===== config.mk =====
export PLATFORM = sky130hd
export DESIGN_NAME = upic_ctrl
export DESIGN_NICKNAME = d
export VERILOG_FILES = /design/src/rtl/upic_pkg.sv /design/src/rtl/upic_pwr_seq.sv /design/src/rtl/upic_ctrl.sv
export SDC_FILE = /design/constraint.sdc
export NUM_CORES = 1
export LEC_CHECK = 0
export ABC_AREA = 0
export BUFFER_PORTS_ARGS = -buffer_cell sky130_fd_sc_hd__buf_2
export CAP_MARGIN = 20
export CORE_MARGIN = 3
export CORE_UTILIZATION = 28
export CTS_CLUSTER_DIAMETER = 120
export DETAILED_ROUTE_END_ITERATION = 12
export SLEW_MARGIN = 20
export SYNTH_ARGS = -nofsm -noshare
export SYNTH_HDL_FRONTEND = slang
export SYNTH_SLANG_ARGS = --single-unit

===== constraint.sdc =====
create_clock -name clk -period 4.87 [get_ports clk]
set_input_delay 0.487 -clock clk [delete_from_list [all_inputs] [get_ports clk]]
set_output_delay 0.487 -clock clk [all_outputs]
set_load 0.005 [all_outputs]

===== src/rtl/upic_pkg.sv =====
// upic_pkg: register map, field positions, reset values, states and
// helpers for the usb power and interrupt-enable control block.
// assumes a 32-bit apb slave with word-aligned registers.
package upic_pkg;

  // register byte offsets
  localparam logic [11:0] UPIC_PWR_CTRL_OFF = 12'h000;
  localparam logic [11:0] UPIC_IRQ_EN_OFF   = 12'h004;
  localparam logic [11:0] UPIC_IRQ_STAT_OFF = 12'h008;
  localparam logic [11:0] UPIC_MODE_OFF     = 12'h00C;

  // usb_power_control fields
  localparam int unsigned UPIC_PWR_ON_BIT = 0;
  localparam int unsigned UPIC_SUSP_BIT   = 1;
  localparam int unsigned UPIC_BUSY_BIT   = 3;
  localparam int unsigned UPIC_GUARD_BIT  = 4;
  localparam int unsigned UPIC_PEND_BIT   = 7;

  // usb_interrupt_enable / status fields
  localparam int unsigned UPIC_EVT_W      = 8;
  localparam int unsigned UPIC_STALL_BIT  = 7;
  localparam int unsigned UPIC_ATTACH_BIT = 6;
  localparam int unsigned UPIC_RESUME_BIT = 5;
  localparam int unsigned UPIC_IDLE_BIT   = 4;
  localparam int unsigned UPIC_TOKEN_BIT  = 3;
  localparam int unsigned UPIC_SOF_BIT    = 2;
  localparam int unsigned UPIC_ERR_BIT    = 1;
  localparam int unsigned UPIC_RST_BIT    = 0;

  // mode register field
  localparam int unsigned UPIC_HOST_BIT = 0;

  // reset values
  localparam logic [7:0] UPIC_EVT_RST = 8'h00;
  localparam logic       UPIC_BIT_RST = 1'b0;

  // cycles from power-off until the module may be enabled again
  localparam int unsigned UPIC_SETTLE_CYCLES = 16;

  typedef enum logic [1:0] {
    UPIC_OFF    = 2'b00,
    UPIC_ON     = 2'b01,
    UPIC_SETTLE = 2'b11
  } upic_pwr_state_t;

  function automatic logic [31:0] upic_zext8(input logic [7:0] v);
    upic_zext8 = {24'h000000, v};
  endfunction : upic_zext8

endpackage : upic_pkg


===== src/rtl/upic_pwr_seq.sv =====
// upic_pwr_seq: power sequencer that tracks whether the usb module is
// running, shutting down, or idle and ready to be enabled again.
// assumes power_on_req comes from a register on the same clock.
`timescale 1ns/100ps
`default_nettype none
module upic_pwr_seq
  import upic_pkg::*;
#(
  parameter int unsigned SETTLE = UPIC_SETTLE_CYCLES
) (
  // clock and reset
  input  wire logic clk,
  input  wire logic reset,
  // control
  input  wire logic power_on_req,
  // status
  output logic      busy,
  output logic      active
);

  localparam int unsigned CW = $clog2(SETTLE + 1);
  localparam logic [CW-1:0] LOAD = CW'(SETTLE - 1);

  upic_pwr_state_t state_q, state_d;
  logic [CW-1:0]   cnt_q, cnt_d;

  always_comb begin
    state_d = state_q;
    cnt_d   = cnt_q;
    case (state_q)
      UPIC_OFF: begin
        if (power_on_req) state_d = UPIC_ON;
      end
      UPIC_ON: begin
        if (!power_on_req) begin
          state_d = UPIC_SETTLE;
          cnt_d   = LOAD;
        end
      end
      UPIC_SETTLE: begin
        // a new enable waits until shutdown has fully settled
        if (cnt_q == '0) state_d = UPIC_OFF;
        else cnt_d = cnt_q - CW'(1);
      end
      default: state_d = UPIC_OFF;
    endcase
  end

  always_ff @(posedge clk) begin
    if (reset) begin
      state_q <= UPIC_OFF;
      cnt_q   <= '0;
    end else begin
      state_q <= state_d;
      cnt_q   <= cnt_d;
    end
  end

  assign busy   = (state_q != UPIC_OFF);
  assign active = (state_q == UPIC_ON);
endmodule : upic_pwr_seq
`default_nettype wire


===== src/rtl/upic_ctrl.sv =====
// upic_ctrl: apb register block for usb power, suspend, sleep guard,
// interrupt enables and sticky interrupt status.
// assumes event inputs are one-cycle pulses on clk; bus_activity is
// an asynchronous level from the transceiver.
`timescale 1ns/100ps
`default_nettype none
module upic_ctrl
  import upic_pkg::*;
#(
  parameter int unsigned SETTLE = UPIC_SETTLE_CYCLES
) (
  // clock and reset
  input  wire logic        clk,
  input  wire logic        reset,
  // apb slave
  input  wire logic        psel,
  input  wire logic        penable,
  input  wire logic        pwrite,
  input  wire logic [11:0] paddr,
  input  wire logic [31:0] pwdata,
  output logic [31:0]      prdata,
  output logic             pready,
  output logic             pslverr,
  // usb core events
  input  wire logic [7:1]  usb_events,
  input  wire logic        bus_reset_evt,
  input  wire logic        detach_evt,
  // transceiver
  input  wire logic        bus_activity,
  // power and clock control
  output logic             usb_clk_en,
  output logic             xcvr_low_power,
  output logic             usb_pins_en,
  output logic             analog_en,
  output logic             usb_outputs_en,
  output logic             sleep_block,
  // interrupt
  output logic             combined_usb_irq
);

  // register state
  logic        power_on_q, power_on_d;
  logic        susp_q, susp_d;
  logic        guard_q, guard_d;
  logic        host_q, host_d;
  logic [7:0]  ie_q, ie_d;
  logic [7:0]  stat_q, stat_d;
  logic        pend_q, pend_d;
  logic [31:0] rdata_q, rdata_d;

  // registered outputs
  logic        clk_en_q, clk_en_d;
  logic        lowp_q, lowp_d;
  logic        run_q, run_d;
  logic        sleep_q, sleep_d;

  // activity synchroniser
  logic        act1_q, act2_q, act3_q;

  // sequencer
  logic        busy;
  logic        active;

  // decode
  logic        acc;
  logic        wr;
  logic        rd_setup;
  logic        mapped;
  logic        locked;
  logic        act_rise;
  logic [7:0]  evt;
  logic [7:0]  stat_clr;
  logic [31:0] pwr_view;

  upic_pwr_seq #(
    .SETTLE (SETTLE)
  ) u_seq (
    .clk          (clk),
    .reset        (reset),
    .power_on_req (power_on_q),
    .busy         (busy),
    .active       (active)
  );

  // apb decode; zero wait states, read data captured in setup
  assign acc      = psel & penable;
  assign wr       = acc & pwrite;
  assign rd_setup = psel & ~penable & ~pwrite;
  assign mapped   = (paddr == UPIC_PWR_CTRL_OFF) |
                    (paddr == UPIC_IRQ_EN_OFF)   |
                    (paddr == UPIC_IRQ_STAT_OFF) |
                    (paddr == UPIC_MODE_OFF);
  assign pready   = 1'b1;
  assign pslverr  = acc & ~mapped;
  assign prdata   = rdata_q;

  // power-off requested and shutdown not finished: writes to other registers are dropped
  assign locked = ~power_on_q & busy;

  // bit 0 source follows the role
  assign evt = {usb_events,
                host_q ? detach_evt : bus_reset_evt};

  assign act_rise = act2_q & ~act3_q;

  always_comb begin
    pwr_view = '0;
    pwr_view[UPIC_PWR_ON_BIT] = power_on_q;
    pwr_view[UPIC_SUSP_BIT]   = susp_q;
    pwr_view[UPIC_BUSY_BIT]   = busy;
    pwr_view[UPIC_GUARD_BIT]  = guard_q;
    pwr_view[UPIC_PEND_BIT]   = pend_q;
  end

  // register writes
  always_comb begin
    power_on_d = power_on_q;
    susp_d     = susp_q;
    guard_d    = guard_q;
    host_d     = host_q;
    ie_d       = ie_q;
    stat_clr   = '0;
    if (wr && paddr == UPIC_PWR_CTRL_OFF) begin
      power_on_d = pwdata[UPIC_PWR_ON_BIT];
      susp_d     = pwdata[UPIC_SUSP_BIT];
      guard_d    = pwdata[UPIC_GUARD_BIT];
    end
    if (wr && !locked) begin
      if (paddr == UPIC_IRQ_EN_OFF) ie_d = pwdata[7:0];
      if (paddr == UPIC_MODE_OFF) host_d = pwdata[UPIC_HOST_BIT];
      if (paddr == UPIC_IRQ_STAT_OFF) stat_clr = pwdata[7:0];
    end
    // set wins over write-one-to-clear; enables do not gate recording
    stat_d = (stat_q & ~stat_clr) | (evt & {8{active}});
  end

  // activity pending: seen during suspend, cleared when resumed
  always_comb begin
    pend_d = (pend_q | act_rise) & susp_q & power_on_q;
  end

  // read data
  always_comb begin
    rdata_d = rdata_q;
    if (rd_setup) begin
      case (paddr)
        UPIC_PWR_CTRL_OFF: rdata_d = pwr_view;
        UPIC_IRQ_EN_OFF:   rdata_d = upic_zext8(ie_q);
        UPIC_IRQ_STAT_OFF: rdata_d = upic_zext8(stat_q);
        UPIC_MODE_OFF:     rdata_d = {31'h00000000, host_q};
        default:           rdata_d = '0;
      endcase
    end
  end

  // module-side controls
  always_comb begin
    run_d    = active;
    clk_en_d = active & ~susp_q;
    lowp_d   = ~active | susp_q;
    sleep_d  = guard_q & (act2_q | pend_q | combined_usb_irq);
  end

  always_ff @(posedge clk) begin
    if (reset) begin
      power_on_q <= UPIC_BIT_RST;
      susp_q     <= UPIC_BIT_RST;
      guard_q    <= UPIC_BIT_RST;
      host_q     <= UPIC_BIT_RST;
      ie_q       <= UPIC_EVT_RST;
      stat_q     <= UPIC_EVT_RST;
      pend_q     <= UPIC_BIT_RST;
      rdata_q    <= '0;
      run_q      <= 1'b0;
      clk_en_q   <= 1'b0;
      lowp_q     <= 1'b1;
      sleep_q    <= 1'b0;
      act1_q     <= 1'b0;
      act2_q     <= 1'b0;
      act3_q     <= 1'b0;
    end else begin
      power_on_q <= power_on_d;
      susp_q     <= susp_d;
      guard_q    <= guard_d;
      host_q     <= host_d;
      ie_q       <= ie_d;
      stat_q     <= stat_d;
      pend_q     <= pend_d;
      rdata_q    <= rdata_d;
      run_q      <= run_d;
      clk_en_q   <= clk_en_d;
      lowp_q     <= lowp_d;
      sleep_q    <= sleep_d;
      act1_q     <= bus_activity;
      act2_q     <= act1_q;
      act3_q     <= act2_q;
    end
  end

  assign usb_clk_en     = clk_en_q;
  assign xcvr_low_power = lowp_q;
  assign usb_pins_en    = run_q;
  assign analog_en      = run_q;
  assign usb_outputs_en = run_q;
  assign sleep_block    = sleep_q;

  // each status bit reaches the line only through its enable
  assign combined_usb_irq = |(stat_q & ie_q);
endmodule : upic_ctrl
`default_nettype wire


* After elaboration in Yosys (flattened, before gate mapping)
Cells that the tools add are included.
Word-level totals: output and inout bits 41, bits in registers 67
Cells by class: bitwise operators 30, muxes and demuxes 11, add/sub/neg operators 1, reductions and logical operators 13, equality and inequality tests 9
Operators by type and width (number):
- case mux 8 bit (4 select lines) | 1
- AND 8 bit | 3
- == test 12 x 4 -> 1 bit (second input constant) | 2
- 2-to-1 mux 8 bit | 2
- == test 12 x 3 -> 1 bit (second input constant) | 1
- logical NOT 12 bit | 1
- AND 1 bit | 11
- 2-to-1 mux 5 bit | 2
- case mux 5 bit (2 select lines) | 1
- inverter 8 bit | 1
- bitwise OR 8 bit | 1
- OR reduction 8 bit | 1
- inverter 1 bit | 7
- bitwise OR 1 bit | 7
- 2-to-1 mux 2 bit | 3
- != test 2 bit (second input constant) | 3
- case mux 2 bit (3 select lines) | 1
- AND reduction 3 bit | 2
- logical NOT 5 bit | 1
- subtractor 5 x 1 -> 5 bit (second input constant) | 1
- AND reduction 2 bit | 2
- nonzero test 2 bit | 2
- == test 2 x 1 -> 1 bit (second input constant) | 1
- == test 2 bit (second input constant) | 1
- other kinds (5) | 6

* Logic depth before layout (Yosys ltp)
word-level depth 8, mapped depth 6, mapped depth without buffers 6

* Modules after synthesis
Synthesis repeated with hierarchy kept, for this count alone.
Second synthesis, totals: cell total of the unflattened synthesis 237, area total of the unflattened synthesis 2120.8 µm²
Modules (own cells, without submodules):
- upic_ctrl | area an instance 1774.2 µm², cells an instance 197, sequential area each 720.7 µm², instances 1
- upic_pwr_seq | area an instance 346.6 µm², cells an instance 40, sequential area each 140.1 µm², instances 1

* Worst setup path before layout
Ideal clock, no wire load.
path kind input port to flip-flop, start input paddr[5], end register ie_q[0], data required time 4751 ps, cell stages on the path 5, path slack 3097 ps, library setup time 119 ps, arrival time 1654 ps, path through nor4_2 nand4_2 or3b_1 buf_2 mux2i_1
Between the ends: word-level cells in the longest chain between the ends 2
Ends and longest elaborated chain:
- from (decl) | line upic_ctrl.sv:19 | input wire logic [11:0] paddr,
- == test 12 x 3 -> 1 bit | line upic_ctrl.sv:129 | if (paddr == UPIC_IRQ_EN_OFF) ie_d = pwdata[7:0];
- AND reduction 2 bit (no line)
- to (signal assigned) | line upic_ctrl.sv:186 | ie_q <= ie_d;
- to (decl) | line upic_ctrl.sv:46 | logic [7:0] ie_q, ie_d;
Every way passes these cells. A chain may end at the register's enable or synchronous reset.

* Final worst setup path
start input paddr[5], end output pslverr
Between the ends: word-level cells in the longest chain between the ends 6, elaborated cells between the ends (all ways) 9
Ends and longest elaborated chain:
- == test 12 x 3 -> 1 bit / logical NOT 12 bit (equally long branches) | line upic_ctrl.sv:90, upic_ctrl.sv:89
- bitwise OR 1 bit | line upic_ctrl.sv:89 | assign mapped = (paddr == UPIC_PWR_CTRL_OFF) |
- bitwise OR 1 bit | line upic_ctrl.sv:90 | (paddr == UPIC_IRQ_EN_OFF) |
- bitwise OR 1 bit (*) | line upic_ctrl.sv:91 | (paddr == UPIC_IRQ_STAT_OFF) |
- inverter 1 bit (*) | line upic_ctrl.sv:94 | assign pslverr = acc & ~mapped;
- AND 1 bit (*) | line upic_ctrl.sv:94
- to (decl) | line upic_ctrl.sv:23 | output logic pslverr,
Mark *: on every way between the ends. The rest lies on a longest branch, timed or not.

==> results.md <==
- The repair_antennas step left the layout with diodes totalling 0.
- The category of cells accounting for the largest share of critical-path delay is simple AND/OR/NAND/NOR gates.
- The final antenna-violating net count is 0.
- The post-synthesis sequential element count is 43.
- The count of hold-fix buffers inserted at cts is 0.
- Across all layers, the routed design uses about 1,700 vias.
- The number of top-level pins is 100.
- IR analysis of the VDD net gives a maximum drop of slightly below 0.1 mV.
- Across every metal layer, demand over resource in global routing totals 10.7%.
- In this run, flip-flops and latches consume a little under three fifths of the power.
- After global routing the overflow that remains totals 0.
- The fmax is between 400 and 500 MHz.
- The number of pins with negative max-slew slack in the final report is 0.
- The sum of buffers and inverters on the critical path is 2.
- The area of the core is about 0.0074 mm2.
- The growth of design area from synthesis to finish is 13.6%.
- The floorplan step defined a die boundary enclosing between 0.008 and 0.009 mm2.
- The summed instance area of the synthesized netlist is between 0.002 and 0.0025 mm2.
- In this run the static leakage power is about 1 nW.
- The biggest area contributor in the post-synthesis netlist is sky130_fd_sc_hd__dfxtp_1.
- Once layout is done, the placed cells without fillers occupy about 0.0025 mm2.
- Yosys attributes the largest share of cell area to sky130_fd_sc_hd__dfxtp_1 39%, sky130_fd_sc_hd__buf_4 9.3%, sky130_fd_sc_hd__nand2b_1 8.0%, sky130_fd_sc_hd__mux2i_1 6.9%, sky130_fd_sc_hd__a21oi_1 4.3%.
- The part of the power in the clock network is a little over a third.
- The number of nets in the final layout is between 300 and 400.
- The final sum of negative setup slack is 0 ps.
- The switching share of total power is 23.7%.
- The top cell type's share of synthesized area is around two fifths.
- The sequential cell area fraction in the yosys report is between 30% and 40%.
- The placed instances occupy a cell area of ~0.0024 mm2.
- The critical path launch point type is an input port.
- Row generation in the floorplan step produced 31 rows.
- In this run the tightest slew margin relative to its limit is ~42%.
- For this configuration, the core starts out at a cell density of between 20% and 30%.
- The type of the setup path with the least slack is input port to primary output.
- The mux contribution to synthesized area is 8.40%.
- The root buffer selected by CTS is sky130_fd_sc_hd__clkbuf_8.
- The number of global-route vias before repair is between 1,500 and 2,000.
- Data arrives at the worst endpoint at 1610 ps.
- The average via count per standard cell is 4.45.
- The initial antenna violation count is 0.
- The largest single stage delay on the critical path is between 300 and 400 ps.
- Synthesis instantiated just over 40 different standard cells from the library.
- The flow ran to the end, and the final reports show no timing, DRC or antenna violations.
- Combinational logic is responsible for between 7 and 8% of the overall power.
- The largest family of logic cells by synthesized area is simple AND/OR/NAND/NOR gates.
- The most frequent cell after synthesis is sky130_fd_sc_hd__dfxtp_1.
- The maximum net fanout on the critical path is 8.
- The total power per unit cell area is approximately 250 mW/mm2.
- Setup violations remaining at the end of the flow were counted as 0.
- The internal power summed over all cells is ~0.00047 W.
- Once the clock tree was built, the setup fixing pass inserted 0 buffers.
- The xor-xnor portion of the synthesized cell area is less than 1%.
- The pin count of the biggest net entering global routing is 49.
- The library cell contributing the largest single delay on the critical path is sky130_fd_sc_hd__nor4_2.
- The final period utilization is between 40% and 50%.
- The number of max-cap violations is 0.
- For the worst-skew pair, the clock arrives at the later sink with an insertion delay of a little under 300 ps.
- The layout has 789 filler cells.
- The most numerous cell type found on the critical path is sky130_fd_sc_hd__buf_2.
- Sorting the synthesized cells by how often they occur yields 43 x sky130_fd_sc_hd__dfxtp_1, 28 x sky130_fd_sc_hd__nand2b_1, 27 x sky130_fd_sc_hd__buf_4.
- Setup repair after global routing left no endpoint under its margin.
- In this run, CTS created clock tree buffers numbering 5.
- For this run, the leading register cell type out of synthesis is sky130_fd_sc_hd__dfxtp_1.
- The final layout contains routed wiring with a total length of about 4800 um.
- The final hold violation count was 0.
- The synthesized netlist devotes about 12% of its cell area to compound gates.
- Synthesis handed over a netlist of approximately 250 instances.
- The die extent in x is around 94 um.
- The adder-cell share of the synthesized area is less than 1%.
- The min-delay analysis places its worst path in the category input port to flop.
- The synthesized design contains 0 enable-type register cells.
- Of all flip-flops after synthesis, the portion carrying an async set or reset was 0%.
- After Yosys synthesis, and, or, nand and nor cells account for roughly a quarter of the synthesized area.
- After clock tree synthesis, the clock-pin slew on the worst setup and hold paths is 80 ps.
- At the pin with the least slew margin, the transition time is 864 ps.
- At the worst endpoint, the required time is approximately 4400 ps.
- The total number of clock tree sinks is 43.
- The number of cells upsized or downsized after cts is 0.
- In this run the power spent charging and discharging nets is between 0.0001 and 0.00015 W.
- After detailed routing, the average wire length per cell comes to roughly 12 um.
- Dividing the synthesized area by the synthesized cell count gives slightly below 9 um2.
- Walking the worst path, the cells encountered are buf_2 > nor4_2 > nand4_2 > and3_1 > buf_2.
- The global placement routability congestion is slightly above 0.8.
- The share of layout cells above drive strength 1 is between 20% and 30%.
- The number of buffer cells added on primary ports is 50.
- The worst clock skew is between 4 and 5 ps.
- The global-route wire length before repair is roughly 7500 um.
- For this run, design rule violations remaining after detail routing come to 0.
- The number of warnings printed during yosys synthesis is 0.
- The height of the die is around 94 um.
- The CTS tree is built.
- The CTS H-tree depth is 2.
- The routed design could run at a clock period as short as about 2100 ps.
- For this run, the detailed router's first-pass iteration total came to 4.
- Detailed placement ended at an HPWL of ~3700 um.
- The first-iteration detailed-routing DRC count is 81.
- The category of the worst setup path capture point is a primary output.
- On the final layout, the worst hold slack is 398 ps.
- No sink is reached through more buffers than the 2 on the longest clock path.
sequential cells by signal, indices dropped and copies added (netlist names), 2 cells and up:
| name | flops |
|---|---|
| ie_q | 8 |
| prdata | 8 |
| stat_q | 8 |
| u_seq.cnt_q | 5 |
| u_seq.state_q | 2 |
cells by family after synthesis:
family | count (synthesis)
AO/OA/AOI/OAI | 44
XOR/XNOR | 2
adder cells (fa/ha/maj) | 1
buffers and inverters | 44
flip-flops | 43
multiplexers | 17
other | 2
AND/OR/NAND/NOR | 95
cell type report:
| cell class | instances | area [um2] | share of cell area, % |
|---|---|---|---|
| Clock inverter | 2 | 12.5 | 0.503 |
| Multi-Input combinational cell | 184 | 1140 | 46.0 |
| Clock buffer | 6 | 72.6 | 2.92 |
| Sequential cell | 43 | 861 | 34.6 |
| Timing Repair Buffer | 50 | 250 | 10.1 |
| Inverter | 6 | 22.5 | 0.906 |
| Tap cell | 99 | 124 | 4.98 |
stage by stage:
stage	std cells	setup slack, ps	util, %	total power [W]
6_report	390	2770	33.6	0.000619
4_1_cts	390	2750	33.6	0.000629
3_5_place_dp	382	2490	32.4	0.000406
5_1_grt	390	2620	33.6	0.000645
3_3_place_gp	382	2540	32.4	0.000406
2_1_floorplan	271	3100	-	0.000402
final timing paths:
| kind | startpoint | to | slack (ps) | cells past startpoint |
|---|---|---|---|---|
| setup reg to reg | u_seq.cnt_q[0] | u_seq.cnt_q[1] | 2990 | 6 |
| setup / recovery | paddr[5] | pslverr | 2770 | 5 |
| hold reg to reg | prdata[5] | prdata[5] | 450 | 2 |
| hold / removal | usb_events[1] | stat_q[1] | 400 | 3 |
metal layers:
layer  up-vias  global-route usage, %  wire [um]
met5         -                      0          0
met4         0                   3.61         58
met3         6                   2.79        386
met2        67                   16.7       2050
met1       775                   14.2       2300
li1        889                      -          -
cells in the final DEF, fill, tap and decap left out, types with 2 or more instances in the layout:
master | synthesis | layout
sky130_fd_sc_hd__a21oi_1 | 19 | 19
sky130_fd_sc_hd__a22o_1 | 3 | 3
sky130_fd_sc_hd__a22oi_1 | 4 | 4
sky130_fd_sc_hd__and3_1 | 2 | 2
sky130_fd_sc_hd__and4_1 | 3 | 3
sky130_fd_sc_hd__buf_2 | 3 | 50
sky130_fd_sc_hd__clkbuf_8 | 0 | 5
sky130_fd_sc_hd__conb_1 | 2 | 25
sky130_fd_sc_hd__dfxtp_1 | 43 | 43
sky130_fd_sc_hd__inv_1 | 5 | 5
sky130_fd_sc_hd__mux2i_1 | 15 | 15
sky130_fd_sc_hd__nand2_1 | 10 | 10
sky130_fd_sc_hd__nand2b_1 | 28 | 28
sky130_fd_sc_hd__nand3_1 | 10 | 10
sky130_fd_sc_hd__nand3b_1 | 2 | 2
sky130_fd_sc_hd__nor2_1 | 15 | 15
sky130_fd_sc_hd__nor2b_1 | 6 | 6
sky130_fd_sc_hd__nor3_1 | 6 | 6
sky130_fd_sc_hd__nor3b_1 | 4 | 4
sky130_fd_sc_hd__nor4_2 | 2 | 2
sky130_fd_sc_hd__o21ai_0 | 8 | 8
sky130_fd_sc_hd__o22ai_1 | 2 | 2
sky130_fd_sc_hd__o2bb2ai_1 | 3 | 3
sky130_fd_sc_hd__xnor2_1 | 2 | 2
power by group through the flow:
stage	Combinational (W)	Clock [W]	Sequential [W]
5_1_grt	0.0000507	0.000241	0.000353
3_3_place_gp	0.0000445	0	0.000361
2_1_floorplan	0.0000407	0	0.000361
4_1_cts	0.0000450	0.000231	0.000353
3_5_place_dp	0.0000448	0	0.000361
6_report	0.0000447	0.000221	0.000353
worst reg2reg max path, stage by stage, from the launching register on:
cell	delay, ps
sky130_fd_sc_hd__dfxtp_1	330
sky130_fd_sc_hd__inv_1	70
sky130_fd_sc_hd__ha_1	180
sky130_fd_sc_hd__or4b_2	640
sky130_fd_sc_hd__and3_1	260
sky130_fd_sc_hd__nor3_1	180
sky130_fd_sc_hd__a211oi_1	70
Note: power is estimated with default switching activity, not from simulation.
